==> config.mk <==
export PLATFORM = sky130hd
export DESIGN_NAME = asr_host
export DESIGN_NICKNAME = d
export VERILOG_FILES = /design/src/rtl/asr_pkg.sv /design/src/rtl/asr_host.sv
export SDC_FILE = /design/constraint.sdc
export NUM_CORES = 1
export LEC_CHECK = 0
export BUFFER_PORTS_ARGS = -buffer_cell sky130_fd_sc_hd__buf_2
export CORE_MARGIN = 4
export CORE_UTILIZATION = 25
export CTS_CLUSTER_DIAMETER = 60
export DETAILED_ROUTE_END_ITERATION = 10
export MAX_ROUTING_LAYER = met4
export PLACE_DENSITY_LB_ADDON = 0.12
export SLEW_MARGIN = 25
export SYNTH_ARGS = -nofsm -noshare
export SYNTH_HDL_FRONTEND = slang
export SYNTH_SLANG_ARGS = --single-unit
export TNS_END_PERCENT = 100
==> constraint.sdc <==
create_clock -name clk_in -period 2 [get_ports clk_in]
set_input_delay 0.4 -clock clk_in [delete_from_list [all_inputs] [get_ports clk_in]]
set_output_delay 0.4 -clock clk_in [all_outputs]
set_load 0.02 [all_outputs]
==> src/rtl/asr_pkg.sv <==
/*
 * constants, pin-timing figures and cycle counts for the asynchronous sram
 * host controller. assumes a single 100 MHz clock and a 64K x 16 memory.
 */
package asr_pkg;

    localparam int ADDR_W       = 16;
    localparam int DATA_W       = 16;
    localparam int LANE_W       = 8;
    localparam int CNT_W        = 8;
    localparam int SYNC_STAGES  = 2;

    localparam int CLK_PERIOD_NS = 10;

    localparam int READ_PERIOD_MIN_NS      = 70;
    localparam int ADDR_ACCESS_TIME_NS     = 70;
    localparam int SELECT_ACCESS_TIME_NS   = 70;
    localparam int DRIVE_EN_ACCESS_TIME_NS = 35;
    localparam int LANE_EN_ACCESS_TIME_NS  = 35;
    localparam int DRIVER_OFF_MAX_NS       = 25;
    localparam int WRITE_RELEASE_TIME_NS   = 25;
    localparam int WRITE_PERIOD_MIN_NS     = 70;
    localparam int WRITE_PULSE_MIN_NS      = 60;
    localparam int LANE_PULSE_MIN_NS       = 60;
    localparam int SELECT_TO_END_MIN_NS    = 60;
    localparam int ADDR_TO_END_MIN_NS      = 60;
    localparam int WRITE_DATA_SETUP_NS     = 35;

    // least times round up to whole cycles, never below one
    function automatic int cyc_up(input int t_ns);
        int c;
        c = (t_ns + CLK_PERIOD_NS - 1) / CLK_PERIOD_NS;
        return (c < 1) ? 1 : c;
    endfunction : cyc_up

    function automatic int max2(input int a, input int b);
        return (a > b) ? a : b;
    endfunction : max2

    localparam int READ_ACCESS_CYC = max2(max2(cyc_up(ADDR_ACCESS_TIME_NS),
        cyc_up(SELECT_ACCESS_TIME_NS)), max2(max2(cyc_up(DRIVE_EN_ACCESS_TIME_NS),
        cyc_up(LANE_EN_ACCESS_TIME_NS)), cyc_up(READ_PERIOD_MIN_NS)));
    localparam int READ_HOLD_CYC   = READ_ACCESS_CYC + SYNC_STAGES;
    localparam int TURN_CYC        = max2(cyc_up(DRIVER_OFF_MAX_NS),
                                          cyc_up(WRITE_RELEASE_TIME_NS));
    localparam int WRITE_PULSE_CYC = max2(max2(cyc_up(WRITE_PULSE_MIN_NS),
        cyc_up(LANE_PULSE_MIN_NS)), max2(max2(cyc_up(SELECT_TO_END_MIN_NS),
        cyc_up(ADDR_TO_END_MIN_NS)), cyc_up(WRITE_DATA_SETUP_NS)));
    localparam int WRITE_REC_CYC   = max2(cyc_up(WRITE_PERIOD_MIN_NS) - WRITE_PULSE_CYC, 1);

    localparam logic [CNT_W-1:0] READ_LOAD  = CNT_W'(READ_HOLD_CYC - 1);
    localparam logic [CNT_W-1:0] TURN_LOAD  = CNT_W'(TURN_CYC - 1);
    localparam logic [CNT_W-1:0] WRITE_LOAD = CNT_W'(WRITE_PULSE_CYC - 1);
    localparam logic [CNT_W-1:0] REC_LOAD   = CNT_W'(WRITE_REC_CYC - 1);
    localparam logic [CNT_W-1:0] CNT_ZERO   = 8'h00;

    localparam logic [1:0] LANES_NONE = 2'h0;
    localparam logic [1:0] LANES_BOTH = 2'h3;

    typedef enum logic [2:0] {
        ASR_IDLE,
        ASR_READ,
        ASR_TURN,
        ASR_WRITE,
        ASR_RECOVER
    } asr_state_e;

endpackage : asr_pkg

==> src/rtl/asr_host.sv <==
/*
 * host-side controller for a 64K x 16 asynchronous sram: takes one read or
 * write request at a time and plays it out on the memory pins with cycle
 * counts. assumes the memory's data pins are joined to data_out/data_oe_out
 * and data_in by the surrounding logic; data_in is asynchronous.
 */
`timescale 1ns/1ns
module asr_host
    import asr_pkg::*;
(
    input  wire logic              clk_in,          // 100 MHz clock
    input  wire logic              nrst_in,         // async reset, active low
    input  wire logic              req_in,          // request strobe
    input  wire logic              we_in,           // 1 write, 0 read
    input  wire logic [ADDR_W-1:0] addr_in,         // word address
    input  wire logic [DATA_W-1:0] wdata_in,        // write data
    input  wire logic [1:0]        lane_en_in,      // bit1 high lane, bit0 low lane
    output logic                   ready_out,       // request accepted when high
    output logic [DATA_W-1:0]      rdata_out,       // read data
    output logic                   rvalid_out,      // read data strobe
    output logic [ADDR_W-1:0]      addr_out,        // memory address pins
    output logic                   chip_sel_n_out,  // chip select, low active
    output logic                   write_en_n_out,  // write enable, low active
    output logic                   drive_en_n_out,  // output enable, low active
    output logic                   upper_lane_en_n_out, // high lane enable, low active
    output logic                   lower_lane_en_n_out, // low lane enable, low active
    output logic [DATA_W-1:0]      data_out,        // data pins, host drive value
    output logic                   data_oe_out,     // host drives data pins when high
    input  wire logic [DATA_W-1:0] data_in          // data pins, level seen
);

    asr_state_e         state;
    asr_state_e         next_state;
    logic [CNT_W-1:0]   cnt;
    logic [CNT_W-1:0]   next_cnt;
    logic [DATA_W-1:0]  sync1;
    logic [DATA_W-1:0]  sync2;
    logic [1:0]         lanes;
    logic               next_ready;
    logic               next_rvalid;
    logic               next_cs_n;
    logic               next_we_n;
    logic               next_oe_n;
    logic [1:0]         next_lane_n;
    logic               next_data_oe;
    logic               latch_req;

    wire  logic         take      = req_in & ready_out;
    wire  logic         cnt_done  = (cnt == CNT_ZERO);
    wire  logic [1:0]   req_lanes = (lane_en_in == LANES_NONE) ? LANES_BOTH : lane_en_in;
    wire  logic         latch_rd  = (state == ASR_READ) & cnt_done;

    always_comb begin
        next_state   = state;
        next_cnt     = cnt - CNT_W'(1);
        next_cs_n    = 1'b1;
        next_we_n    = 1'b1;
        next_oe_n    = 1'b1;
        next_lane_n  = LANES_BOTH;
        next_data_oe = 1'b0;
        next_rvalid  = 1'b0;
        latch_req    = 1'b0;
        case (state)
            ASR_IDLE: begin
                next_cnt = CNT_ZERO;
                if (take && we_in) begin
                    // address, select, lanes and write enable start together
                    next_state   = ASR_WRITE;
                    next_cnt     = WRITE_LOAD;
                    latch_req    = 1'b1;
                    next_cs_n    = 1'b0;
                    next_we_n    = 1'b0;
                    next_lane_n  = ~req_lanes;
                    next_data_oe = 1'b1;                   // output enable stays high
                end else if (take) begin
                    next_state   = ASR_READ;
                    next_cnt     = READ_LOAD;
                    latch_req    = 1'b1;
                    next_cs_n    = 1'b0;
                    next_oe_n    = 1'b0;
                    next_lane_n  = ~req_lanes;
                end
            end
            ASR_READ: begin
                // pins held for full access time plus synchroniser delay
                if (cnt_done) begin
                    next_state  = ASR_TURN;
                    next_cnt    = TURN_LOAD;
                    next_rvalid = 1'b1;
                end else begin
                    next_cs_n   = 1'b0;
                    next_oe_n   = 1'b0;
                    next_lane_n = ~lanes;
                end
            end
            ASR_TURN: begin
                // wait out memory driver release before anyone drives
                if (cnt_done) begin
                    next_state = ASR_IDLE;
                end
            end
            ASR_WRITE: begin
                // pulse of whole cycles covers width, select and setup minima
                if (cnt_done) begin
                    // all enables rise on one edge, so that edge ends the write
                    next_state   = ASR_RECOVER;
                    next_cnt     = REC_LOAD;
                    next_data_oe = 1'b1;                   // data held past the end
                end else begin
                    next_cs_n    = 1'b0;
                    next_we_n    = 1'b0;
                    next_lane_n  = ~lanes;
                    next_data_oe = 1'b1;
                end
            end
            ASR_RECOVER: begin
                // address held after the end and cycle padded to write period
                if (cnt_done) begin
                    next_state = ASR_IDLE;
                end else begin
                    next_data_oe = 1'b1;
                end
            end
            default: begin
                next_state = ASR_IDLE;
                next_cnt   = CNT_ZERO;
            end
        endcase
        next_ready = (next_state == ASR_IDLE);
    end

    always_ff @(posedge clk_in or negedge nrst_in) begin
        if (!nrst_in) begin
            state      <= ASR_IDLE;
            cnt        <= CNT_ZERO;
            ready_out  <= 1'b0;
            rvalid_out <= 1'b0;
        end else begin
            state      <= next_state;
            cnt        <= next_cnt;
            ready_out  <= next_ready;
            rvalid_out <= next_rvalid;
        end
    end

    // deselected in idle puts the memory in standby
    always_ff @(posedge clk_in or negedge nrst_in) begin
        if (!nrst_in) begin
            chip_sel_n_out      <= 1'b1;
            write_en_n_out      <= 1'b1;
            drive_en_n_out      <= 1'b1;
            upper_lane_en_n_out <= 1'b1;
            lower_lane_en_n_out <= 1'b1;
            data_oe_out         <= 1'b0;
        end else begin
            chip_sel_n_out      <= next_cs_n;
            write_en_n_out      <= next_we_n;
            drive_en_n_out      <= next_oe_n;
            upper_lane_en_n_out <= next_lane_n[1];
            lower_lane_en_n_out <= next_lane_n[0];
            data_oe_out         <= next_data_oe;
        end
    end

    // address and write data change only when a request is taken
    always_ff @(posedge clk_in or negedge nrst_in) begin
        if (!nrst_in) begin
            addr_out <= '0;
            data_out <= '0;
            lanes    <= LANES_NONE;
        end else if (latch_req) begin
            addr_out <= addr_in;
            data_out <= wdata_in;
            lanes    <= req_lanes;
        end
    end

    // data pins are asynchronous to clk_in
    always_ff @(posedge clk_in or negedge nrst_in) begin
        if (!nrst_in) begin
            sync1 <= '0;
            sync2 <= '0;
        end else begin
            sync1 <= data_in;
            sync2 <= sync1;
        end
    end

    // disabled lanes read back as zero
    always_ff @(posedge clk_in or negedge nrst_in) begin
        if (!nrst_in) begin
            rdata_out <= '0;
        end else if (latch_rd) begin
            rdata_out <= {lanes[1] ? sync2[DATA_W-1:LANE_W] : {LANE_W{1'b0}},
                          lanes[0] ? sync2[LANE_W-1:0]      : {LANE_W{1'b0}}};
        end
    end

endmodule : asr_host

Yosys cells after proc, flatten, opt, wreduce, memory -nomap -nowiden. Index checks and enable logic that the tools add are counted.

$add $sub $neg: 1. Bitwise operators: 4. Reductions and logical operators: 7. Muxes and demuxes: 33. Eq/ne operators: 4.

Operators by type and width (count): $mux 8 (4); $pmux 8 s4 (1); $mux 3 (5); $pmux 3 s4 (1); $mux 1 (11); $logic_not 8->1 (1); $mux 2 (4); $mux 4 (2); $sub 8x1->8 const B (1); $eq 3x2->1 const B (2); $logic_not 3->1 (2); $pmux 1 s2 (3); $not 2->2 (2); $pmux 2 s2 (1); $reduce_or 2->1 (2); $eq 3x1->1 const B (1); $eq 3x3->1 const B (1); $pmux 1 s3 (1); $and 1x1->1 (2); $logic_not 2->1 (1); $logic_and 1x1->1 (1).

Logic and storage cells: 65. Input bits: 54. Register bits after elaboration: 101. Output and inout bits: 56.

Depth between registers and ports, before layout. Gate-level depths: netlist of the first run.

Depth in word-level cells: 6. Mapped depth: 7. Mapped depth without buffers: 6.

Worst setup path after synthesis of the first run. OpenSTA, ideal clock, no wires.

Path type: reg-to-reg. Start: reg cnt[0]. End: reg cnt[1]. Data required time: 1.936 ns. Buffers on the path: 0. Library setup time: 0.064 ns. Data arrival time: 1.477 ns. Cell stages (with the launch flop): 6. Period minus slack after synthesis: 1.541 ns. Path slack: 0.459 ns. Cells stage by stage: dfrtp_1 inv_1 ha_1 or4b_2 o21ai_0 a21o_1.

Cells in the longest elaborated chain, start to end: 3. Elaborated cells on any way between the ends: 5. Those cells by class: 1 x add/sub; 3 x mux; 1 x reduce/logical.

Ends and longest elaborated chain: start, declared (line asr_host.sv:34) `logic [CNT_W-1:0] cnt;`; start signal, assigned (line asr_host.sv:140) `cnt <= next_cnt;`; $sub 8x1->8 or $logic_not 8->1 (tied branches) (line asr_host.sv:55, asr_host.sv:49); $mux 8 (on tied branches) (line asr_host.sv:104, asr_host.sv:86); $pmux 8 s4 * (line asr_host.sv:63) `case (state)`; net next_cnt[1] (line asr_host.sv:35) `logic [CNT_W-1:0] next_cnt;`.

The timed path passes the listed nets; every way through them passes the cells marked *. A chain may end at the register's enable or synchronous reset.

Worst setup path after layout of the first run. Ends and elaborated chain as after synthesis.

==> flow_summary.toml, run 1 <==
[detailed_routing]
ant_nets = 0
via_per_inst = 4.137
dr.pass1.iters = 3
drt-total-wl_um = 8637
drtIter0Drc = 108
vias = 2623
wl_per_cell_um = 13.62
drc_errors = 0

[sta]
rsz0062_at_grt = "false"
maxSlewViolCount = 0
finalSetupTns_ns = 0
fin_skew_ns = 0.005882
slew-limit-headroom = 0.6961
fin_crit_sh = 0.8141
fin_crit_ns = 1.628
timing.fmax_mhz = 614.2
setup_viol = 0
fin_ws_ns = 0.3717
worst_slew_pin_slew_ns = 0.4559
hold_viol_final = 0

[cts]
cts_tree = "built"
ctsHtreeMaxLevel = 3
clk_pin_slew_ns = 0.07
clk_latency_ns = 0.35
cts_setup_buffers = 0
clock-sinks = 101
cts_made_buffers = 9
post_cts_resized = 0
cts.path.max_buffers = 2
postCtsHoldBufs = 1
ctsRootBufferMaster = "clkbuf_16"

[worst_hold_path]
min_path_type = "input port to register"

[final_layout]
drive_gt1_frac = 0.3260
final_area_um2 = 4781
area_delta_synth_final_pct = 30.41
final_common_cell = "nand2_1"
antenna_cells = 0
final_cell_mix = "nand2_1, buf_2, dfrtp_1"
final_nets = 505

[power]
p_per_area_nw_per_um2 = 1611
power.total_mw = 7.702
ir_worst_vdd_v = 0.0006779
power_leakage_nw = 2.515

[worst_setup_path]
slowest_delay_ns = 0.60
end_kind = "register"
crit_chain = "inv_1 -> ha_1 -> or4b_2 -> o21ai_0 -> a21o_1"
worstSetupPathType = "register to register"
worstSetupStartpointType = "register"
critPathRequiredTime_ns = 2.29
slowest_stage = "or4b_2"
crit_fanout = 4
cp_top_family = "simple AND/OR/NAND/NOR gates"
crit_arrival_ns = 1.92
crit_buf_inv = 1

[grt]
grt_max_degree = 36
grt_pass1_vias = 2810
antenna_found_initial = 0
grt_pass1_wl_um = 14070
grt_use_total = 0.1125
globalRouteOverflowTotal = 0

[synth]
yosys.area.top_type = "dfrtp_1"
synthCells = 332
synthesis.area_um2 = 3666
yosys-top-cells-area = "dfrtp_1, nand2_1, dfstp_2"
yosysTopAreaCellShare = 0.6553
ys_types = 38
yosysWarningCount = 0
ys_seq_area_frac = 0.6911
synth_nets = 388
synth_seq_cells = 101
postSynthAreaPerCell_um2 = 11.04

[die]
die_w_um = 129.1
start_util = 0.2601
io_pins = 110
die-height_um = 129.1
rows = 43
core_um2 = 14100
dieArea_um2 = 16670

[flow_run]
maxCapViolCount = 0

[placement]
postPlaceCellArea_um2 = 4456
dp_slack_ns = 0.3510
gp_congestion = 0.7319
portBuffers = 109
hpwl_um = 6074

[outcome]
status = "complete, no violations"
-- cells by family after synthesis --
kind of cell,count (synthesis),synth area share
flip-flops,101,0.6911
buffers and inverters,20,0.03003
adder cells (fa/ha/maj),2,0.006825
XOR/XNOR,5,0.01195
AO/OA/AOI/OAI,32,0.05154
AND/OR/NAND/NOR,169,0.2000
multiplexers,3,0.008532
-- per-layer routing --
metal	GRT usage	vias to the layer above	share of wire
met3	0.05153	8	0.085
li1	-	1290	-
met4	0.02594	0	0.0095
met1	0.1475	1234	0.48
met2	0.1598	91	0.42
met5	-	-	0
-- per-stage QoR --
| stage | util | hold WS (ns) | cells |
|---|---|---|---|
| 4_1_cts | 0.3392 | 0.1326 | 634 |
| 6_report | 0.3392 | 0.1516 | 634 |
| 3_5_place_dp | 0.3161 | 0.3347 | 617 |
| 3_3_place_gp | 0.3161 | 0.3325 | 617 |
| 5_1_grt | 0.3392 | 0.1299 | 634 |
| 2_1_floorplan | - | 0.1044 | 332 |
-- flip-flops by register name, indices dropped and copies added (netlist names), 2 cells and up --
name / flops
data_out: 16
sync1: 16
state: 3
rdata_out: 16
lanes: 2
cnt: 8
addr_out: 16
sync2: 16
-- where the power goes --
part           switching, mW  internal, mW
sequential             0.447          2.72
clock                  0.795          1.03
combinational           1.72         0.989
-- cell usage after synthesis --
master	instances
nand4_1	2
o22ai_1	1
mux2_2	1
o21ai_0	20
a32oi_1	1
ha_1	2
nor4_4	2
or4_1	1
clkbuf_1	1
dfstp_2	5
and3b_1	1
mux2i_1	2
nand3b_1	1
buf_2	9
a21oi_1	2
buf_6	3
nor3_1	3
a21oi_2	1
clkbuf_2	1
a31oi_1	1
nor2_1	10
or3_1	1
or4b_2	1
buf_1	1
xnor2_1	3
a21o_1	4
a211o_1	1
nand3_2	1
nand4b_2	1
dfrtp_1	96
nor3b_1	1
nand2_1	137
nand2b_1	2
xor2_1	2
nor2b_1	1
inv_1	5
o211a_1	1
nand3_1	4
-- area by class of cell --
cell class                      count  area [µm²]
Timing Repair Buffer              121       665.6
Sequential cell                   101        2534
Tap cell                          180       225.2
Inverter                            5       18.77
Clock inverter                      6       76.32
Fill cell                        1472        9315
Clock buffer                       10       239.0
Multi-Input combinational cell    211        1022
-- path summary, 6_finish.rpt --
check	from	cells past startpoint	slack (ns)	endpoint
hold / removal	data_in[6]	1	0.15	sync1[6]
hold reg to reg	sync1[14]	0	0.35	sync2[14]
min in group asynchronous	nrst_in	2	0.54	sync2[14]
setup / recovery	cnt[0]	5	0.37	cnt[1]
max in group asynchronous	nrst_in	3	0.78	data_out[7]
setup reg to reg	cnt[0]	5	0.37	cnt[1]
(Power assumes the default switching activity.)
==> run 2: changes to the inputs <==
Settings changed: ABC_AREA from default to 1.
Clock period 2 ns to 1.7 ns, I/O delays scaled along.
==> flow_summary.toml, run 2 <==
[detailed_routing]
via_per_inst = 3.994
drtIter0Drc = 76
drc_errors = 0
ant_nets = 0
drt-total-wl_um = 8478
vias = 2656
dr.pass1.iters = 4
wl_per_cell_um = 12.75

[worst_setup_path]
worstSetupStartpointType = "register"
cp_top_family = "simple AND/OR/NAND/NOR gates"
worstSetupPathType = "register to register"
slowest_stage = "dfrtp_1"
crit_chain = "nor2_2 -> nand2_2 -> nor2_4 -> inv_2 -> or2_0 -> nand2_1"
end_kind = "register"
critPathRequiredTime_ns = 1.98
slowest_delay_ns = 0.44
crit_fanout = 34
crit_buf_inv = 1
crit_arrival_ns = 1.74

[cts]
ctsHtreeMaxLevel = 3
post_cts_resized = 0
clk_latency_ns = 0.35
cts.path.max_buffers = 2
clk_pin_slew_ns = 0.07
cts_tree = "built"
cts_made_buffers = 9
clock-sinks = 101
ctsRootBufferMaster = "clkbuf_16"

[final_layout]
regArea_um2 = 2534
final_cell_mix = "nand2_1, buf_2, dfrtp_1"
final_area_um2 = 4815
final_common_cell = "nand2_1"
num-fill-cells = 1550
drive_gt1_frac = 0.3202
area_delta_synth_final_pct = 28.52
final_nets = 532
fin_cells = 665
antenna_cells = 0
multi_input_area_um2 = 1050
final_core_util = 0.3300

[sta]
finalSetupTns_ns = 0
worst_slew_pin_slew_ns = 0.5805
slew-limit-headroom = 0.6125
timing.fmax_mhz = 687.4
fin_crit_sh = 0.8558
fin_crit_ns = 1.455
hold_viol_final = 0
maxSlewViolCount = 0
setup_viol = 0
fin_ws_ns = 0.2452
rsz0062_at_grt = "false"
fin_skew_ns = 0.01269

[grt]
grt_pass1_vias = 2746
grt_max_degree = 40
grt_pass1_wl_um = 13810
antenna_found_initial = 0
grt_use_total = 0.1107
globalRouteOverflowTotal = 0

[placement]
post-place-cells = 648
portBuffers = 109
dp_slack_ns = 0.2195
postPlaceCellArea_um2 = 4503
hpwl_um = 6249
gp_congestion = 0.7605

[die]
die_w_um = 130.4
start_util = 0.2568
io_pins = 110
die-height_um = 130.4
core_um2 = 14590
rows = 44
dieArea_um2 = 17010

[power]
power_leakage_nw = 2.551
p_per_area_nw_per_um2 = 1854
ir_worst_vdd_v = 0.0004408

[synth]
synthCells = 361
synthesis.area_um2 = 3746
ys_types = 32
yosys-top-cells-area = "dfrtp_1, nand2_1, dfstp_2"
yosysWarningCount = 0
synthArstFlopShare = 1.000
synthMostInstantiatedCell = "nand2_1"
yosysTopAreaCellShare = 0.6413
synth_nets = 417
synth-edff-count = 0
yosys.area.top_type = "dfrtp_1"
ys_seq_area_frac = 0.6764
ys.flop_type = "dfrtp_1"
synth_seq_cells = 101
synth_top_cells_by_count = "nand2_1, dfrtp_1, nor2_1, inv_1, o21ai_1"
postSynthAreaPerCell_um2 = 10.38

[outcome]
status = "complete, no violations"

[flow_run]
maxCapViolCount = 0

[worst_hold_path]
min_path_type = "input port to register"
==> run 2: path summary, 6_finish.rpt <==
path,from,endpoint,slack [ns],depth (start not counted)
worst min register to register,sync1[14],sync2[14],0.35,0
worst max register to register,state[1],cnt[3],0.25,6
worst max-delay path,state[1],cnt[3],0.25,6
worst min-delay path,data_in[1],sync1[1],0.09,1
min in group asynchronous,nrst_in,sync1[5],0.46,2
max in group asynchronous,nrst_in,chip_sel_n_out,0.63,3
==> run 2: final cells by class <==
type,instances,area share
clock inverters,4,0.01143
multi-input cells,229,0.2180
flip-flops and latches,101,0.5262
clock buffers,12,0.05120
well taps,184,0.04782
repair buffers,116,0.1305
inverters,19,0.01481
==> run 2: worst register-to-register path: stages, from the launching register on <==
cell     delay, ns
dfrtp_1       0.44
nor2_2        0.14
nand2_2       0.10
nor2_4        0.12
inv_2         0.24
or2_0         0.29
nand2_1       0.06
==> run 2: logic make-up after synthesis <==
group,share of synthesized area
flip-flops,0.6764
buffers and inverters,0.04342
AO/OA/AOI/OAI,0.04042
adder cells (fa/ha/maj),0.006679
AND/OR/NAND/NOR,0.2214
XOR/XNOR,0.01169
==> run 2: metrics by stage <==
stage | power, mW | hold slack [ns]
2_1_floorplan | 5.855 | 0.04441
3_5_place_dp | 6.991 | 0.3051
4_1_cts | 9.129 | 0.07268
6_report | 8.925 | 0.09465
5_1_grt | 9.637 | 0.08112
3_3_place_gp | 6.964 | 0.3038
==> run 2: what timing repair did <==
| action | 4_1_cts | 5_1_grt |
|---|---|---|
| setup buffers | 0 | 0 |
| hold buffers | 1 | 0 |
| hold endpoints to repair | 24 | 0 |
==> run 2: metal layers <==
layer | up-vias | part of all wire | global-route usage
met1 | 1262 | 0.40 | 0.1247
met3 | 14 | 0.036 | 0.02154
met2 | 44 | 0.54 | 0.1841
met4 | 0 | 0.027 | 0.06352
li1 | 1336 | - | -
met5 | - | 0 | -
==> run 2: where the power goes <==
| part | internal [mW] | switching [mW] |
|---|---|---|
| clock | 1.19 | 0.887 |
| sequential | 3.17 | 0.474 |
| combinational | 1.09 | 2.11 |
==> run 3: changes to the inputs <==
Settings changed: CORE_ASPECT_RATIO from default to 2, CTS_CLUSTER_DIAMETER 60 to default.
Clock period 1.7 ns to 1.3 ns, I/O delays scaled along.
==> flow_summary.toml, run 3 (synthesis gave the netlist of run 2 again) <==
[cts]
clk_latency_ns = 0.34
cts.path.max_buffers = 2
ctsHtreeMaxLevel = 3
clock-sinks = 101
cts_made_buffers = 9
ctsRootBufferMaster = "clkbuf_16"
clk_pin_slew_ns = 0.08
cts_tree = "built"

[die]
die-height_um = 181.1
start_util = 0.2541
io_pins = 110
rows = 63
dieArea_um2 = 17130
core_um2 = 14740
die_w_um = 94.56

[placement]
portBuffers = 109
gp_congestion = 0.8074
hpwl_um = 7187

[power]
power.total_mw = 13.44
ir_worst_vdd_v = 0.0007553
p_sw_mw = 5.324
p_per_area_nw_per_um2 = 2399
seq_power_share = 0.356
comb_power_share = 0.447
power_leakage_nw = 2.886
power_frac_clock = 0.197
p_int_mw = 8.119
swShare = 0.3961

[final_layout]
final_core_util = 0.3801
num-fill-cells = 1522
drive_gt1_frac = 0.4773
final_cell_mix = "nand2_1, buf_2, dfrtp_1"
area_delta_synth_final_pct = 49.57
final_common_cell = "nand2_1"
final_nets = 579
antenna_cells = 0

[worst_setup_path]
worstSetupPathType = "register to register"
crit_fanout = 4
end_kind = "register"
worstSetupStartpointType = "register"
crit_arrival_ns = 1.60
critPathRequiredTime_ns = 1.54

[outcome]
violations = "negative setup slack"
status = "finished, violations left"

[detailed_routing]
wl_per_cell_um = 13.68
dr.pass1.iters = 4
ant_nets = 0
drtIter0Drc = 42
vias = 2914
drc_errors = 0
via_per_inst = 4.030
drt-total-wl_um = 9891

[sta]
fin_crit_ns = 1.362
fin_skew_ns = 0.006967
fin_crit_sh = 1.048
rsz0062_at_grt = "true"
maxSlewViolCount = 0
hold_viol_final = 0
finalSetupTns_ns = -0.7193
slew-limit-headroom = 0.7642
fin_ws_ns = -0.06230
setup_viol = 47
worst_slew_pin_slew_ns = 0.3537
timing.fmax_mhz = 734.1

[flow_run]
maxCapViolCount = 0

[grt]
grt_use_met1 = 0.1232
globalRouteOverflowTotal = 0
grt_max_degree = 34
grt_use_total = 0.1216
grt_pass1_vias = 3083
antenna_found_initial = 0
busiest_layer = "met2"
grtUsageMet2 = 0.2187
use_met3 = 0.02333
grt_pass1_wl_um = 15380

[worst_hold_path]
min_path_type = "input port to register"
## run 3: cell types whose count changed in the layout (fill, tap and decap cells not counted), moves of 4 or more
cell | previous run | this run
nor2_4 | 3 | 8
buf_2 | 108 | 103
nand2_1 | 154 | 119
o21ai_2 | 1 | 6
nor2_1 | 16 | 12
buf_12 | 2 | 9
dlygate4sd3_1 | 1 | 5
o21ai_0 | 8 | 0
nand2_2 | 2 | 31
buf_6 | 0 | 6
buf_4 | 5 | 36
nand2_4 | 2 | 8
## run 3: power by group through the flow
stage / Sequential, mW / Combinational [mW] / Clock (mW)
finish: 4.79 / 6.00 / 2.65
global route: 4.91 / 6.58 / 2.88
CTS: 4.76 / 5.48 / 2.76
detailed placement: 4.78 / 4.97 / 0
global placement: 4.77 / 4.94 / 0
floorplan: 5.58 / 2.08 / 0
## run 3: worst max-delay path, cell delays in order (launching register included)
cell and delay, ns:
dfrtp_1 0.39, inv_2 0.08, ha_4 0.15, nand2_4 0.05, nor2_4 0.10, nand3_4 0.15, buf_6 0.16, nand2_4 0.05
nor2_4 0.03, nand2_2 0.06, nor2_2 0.03
## run 3: area by class of cell
cell class,instances,area [µm²],area share
inverter,19,71.32,0.01273
clock inverter,7,65.06,0.01161
tap,195,244.0,0.04355
clock buffer,9,225.2,0.04020
timing repair buffer,163,1186,0.2117
multi-input combinational,229,1276,0.2278
sequential,101,2535,0.4524
## run 3: stage by stage
stage / instance area (µm²) / hold slack (ns) / std cells / setup slack, ns
2_1_floorplan: 3752 / -0.03559 / 361 / 0.02048
3_3_place_gp: 4790 / 0.1136 / 685 / -0.1113
3_5_place_dp: 4790 / 0.1113 / 685 / -0.1520
4_1_cts: 5298 / 0.001256 / 711 / -0.1440
5_1_grt: 5603 / 0.0007714 / 723 / -0.1403
6_report: 5603 / 0.01975 / 723 / -0.06230
## run 3: timing repair
| item | CTS | global route |
|---|---|---|
| hold endpoints to repair | 78 | 1 |
| buffers inserted | 5 | 8 |
| hold buffers | 4 | 1 |
| pin swaps | 6 | 16 |
| endpoints found under the setup margin | 69 | 72 |
| gates cloned | 1 | 3 |
| gates resized for setup | 39 | 50 |
## run 3: layer usage
metal  vias to the layer above  share of wire
li1                       1433              -
met1                      1403           0.35
met2                        64           0.59
met3                        14          0.033
met4                         0          0.024
met5                         -              0
## run 3: final timing paths
path	startpoint	cells past startpoint	endpoint	slack, ns
max in group asynchronous	nrst_in	3	addr_out[14]	0.48
worst min-delay path	data_in[15]	1	sync1[15]	0.02
worst max-delay path	cnt[0]	10	ready_out	-0.06
worst max register to register	cnt[0]	10	ready_out	-0.06
worst min register to register	sync1[9]	0	sync2[9]	0.35
min in group asynchronous	nrst_in	2	rdata_out[13]	0.30
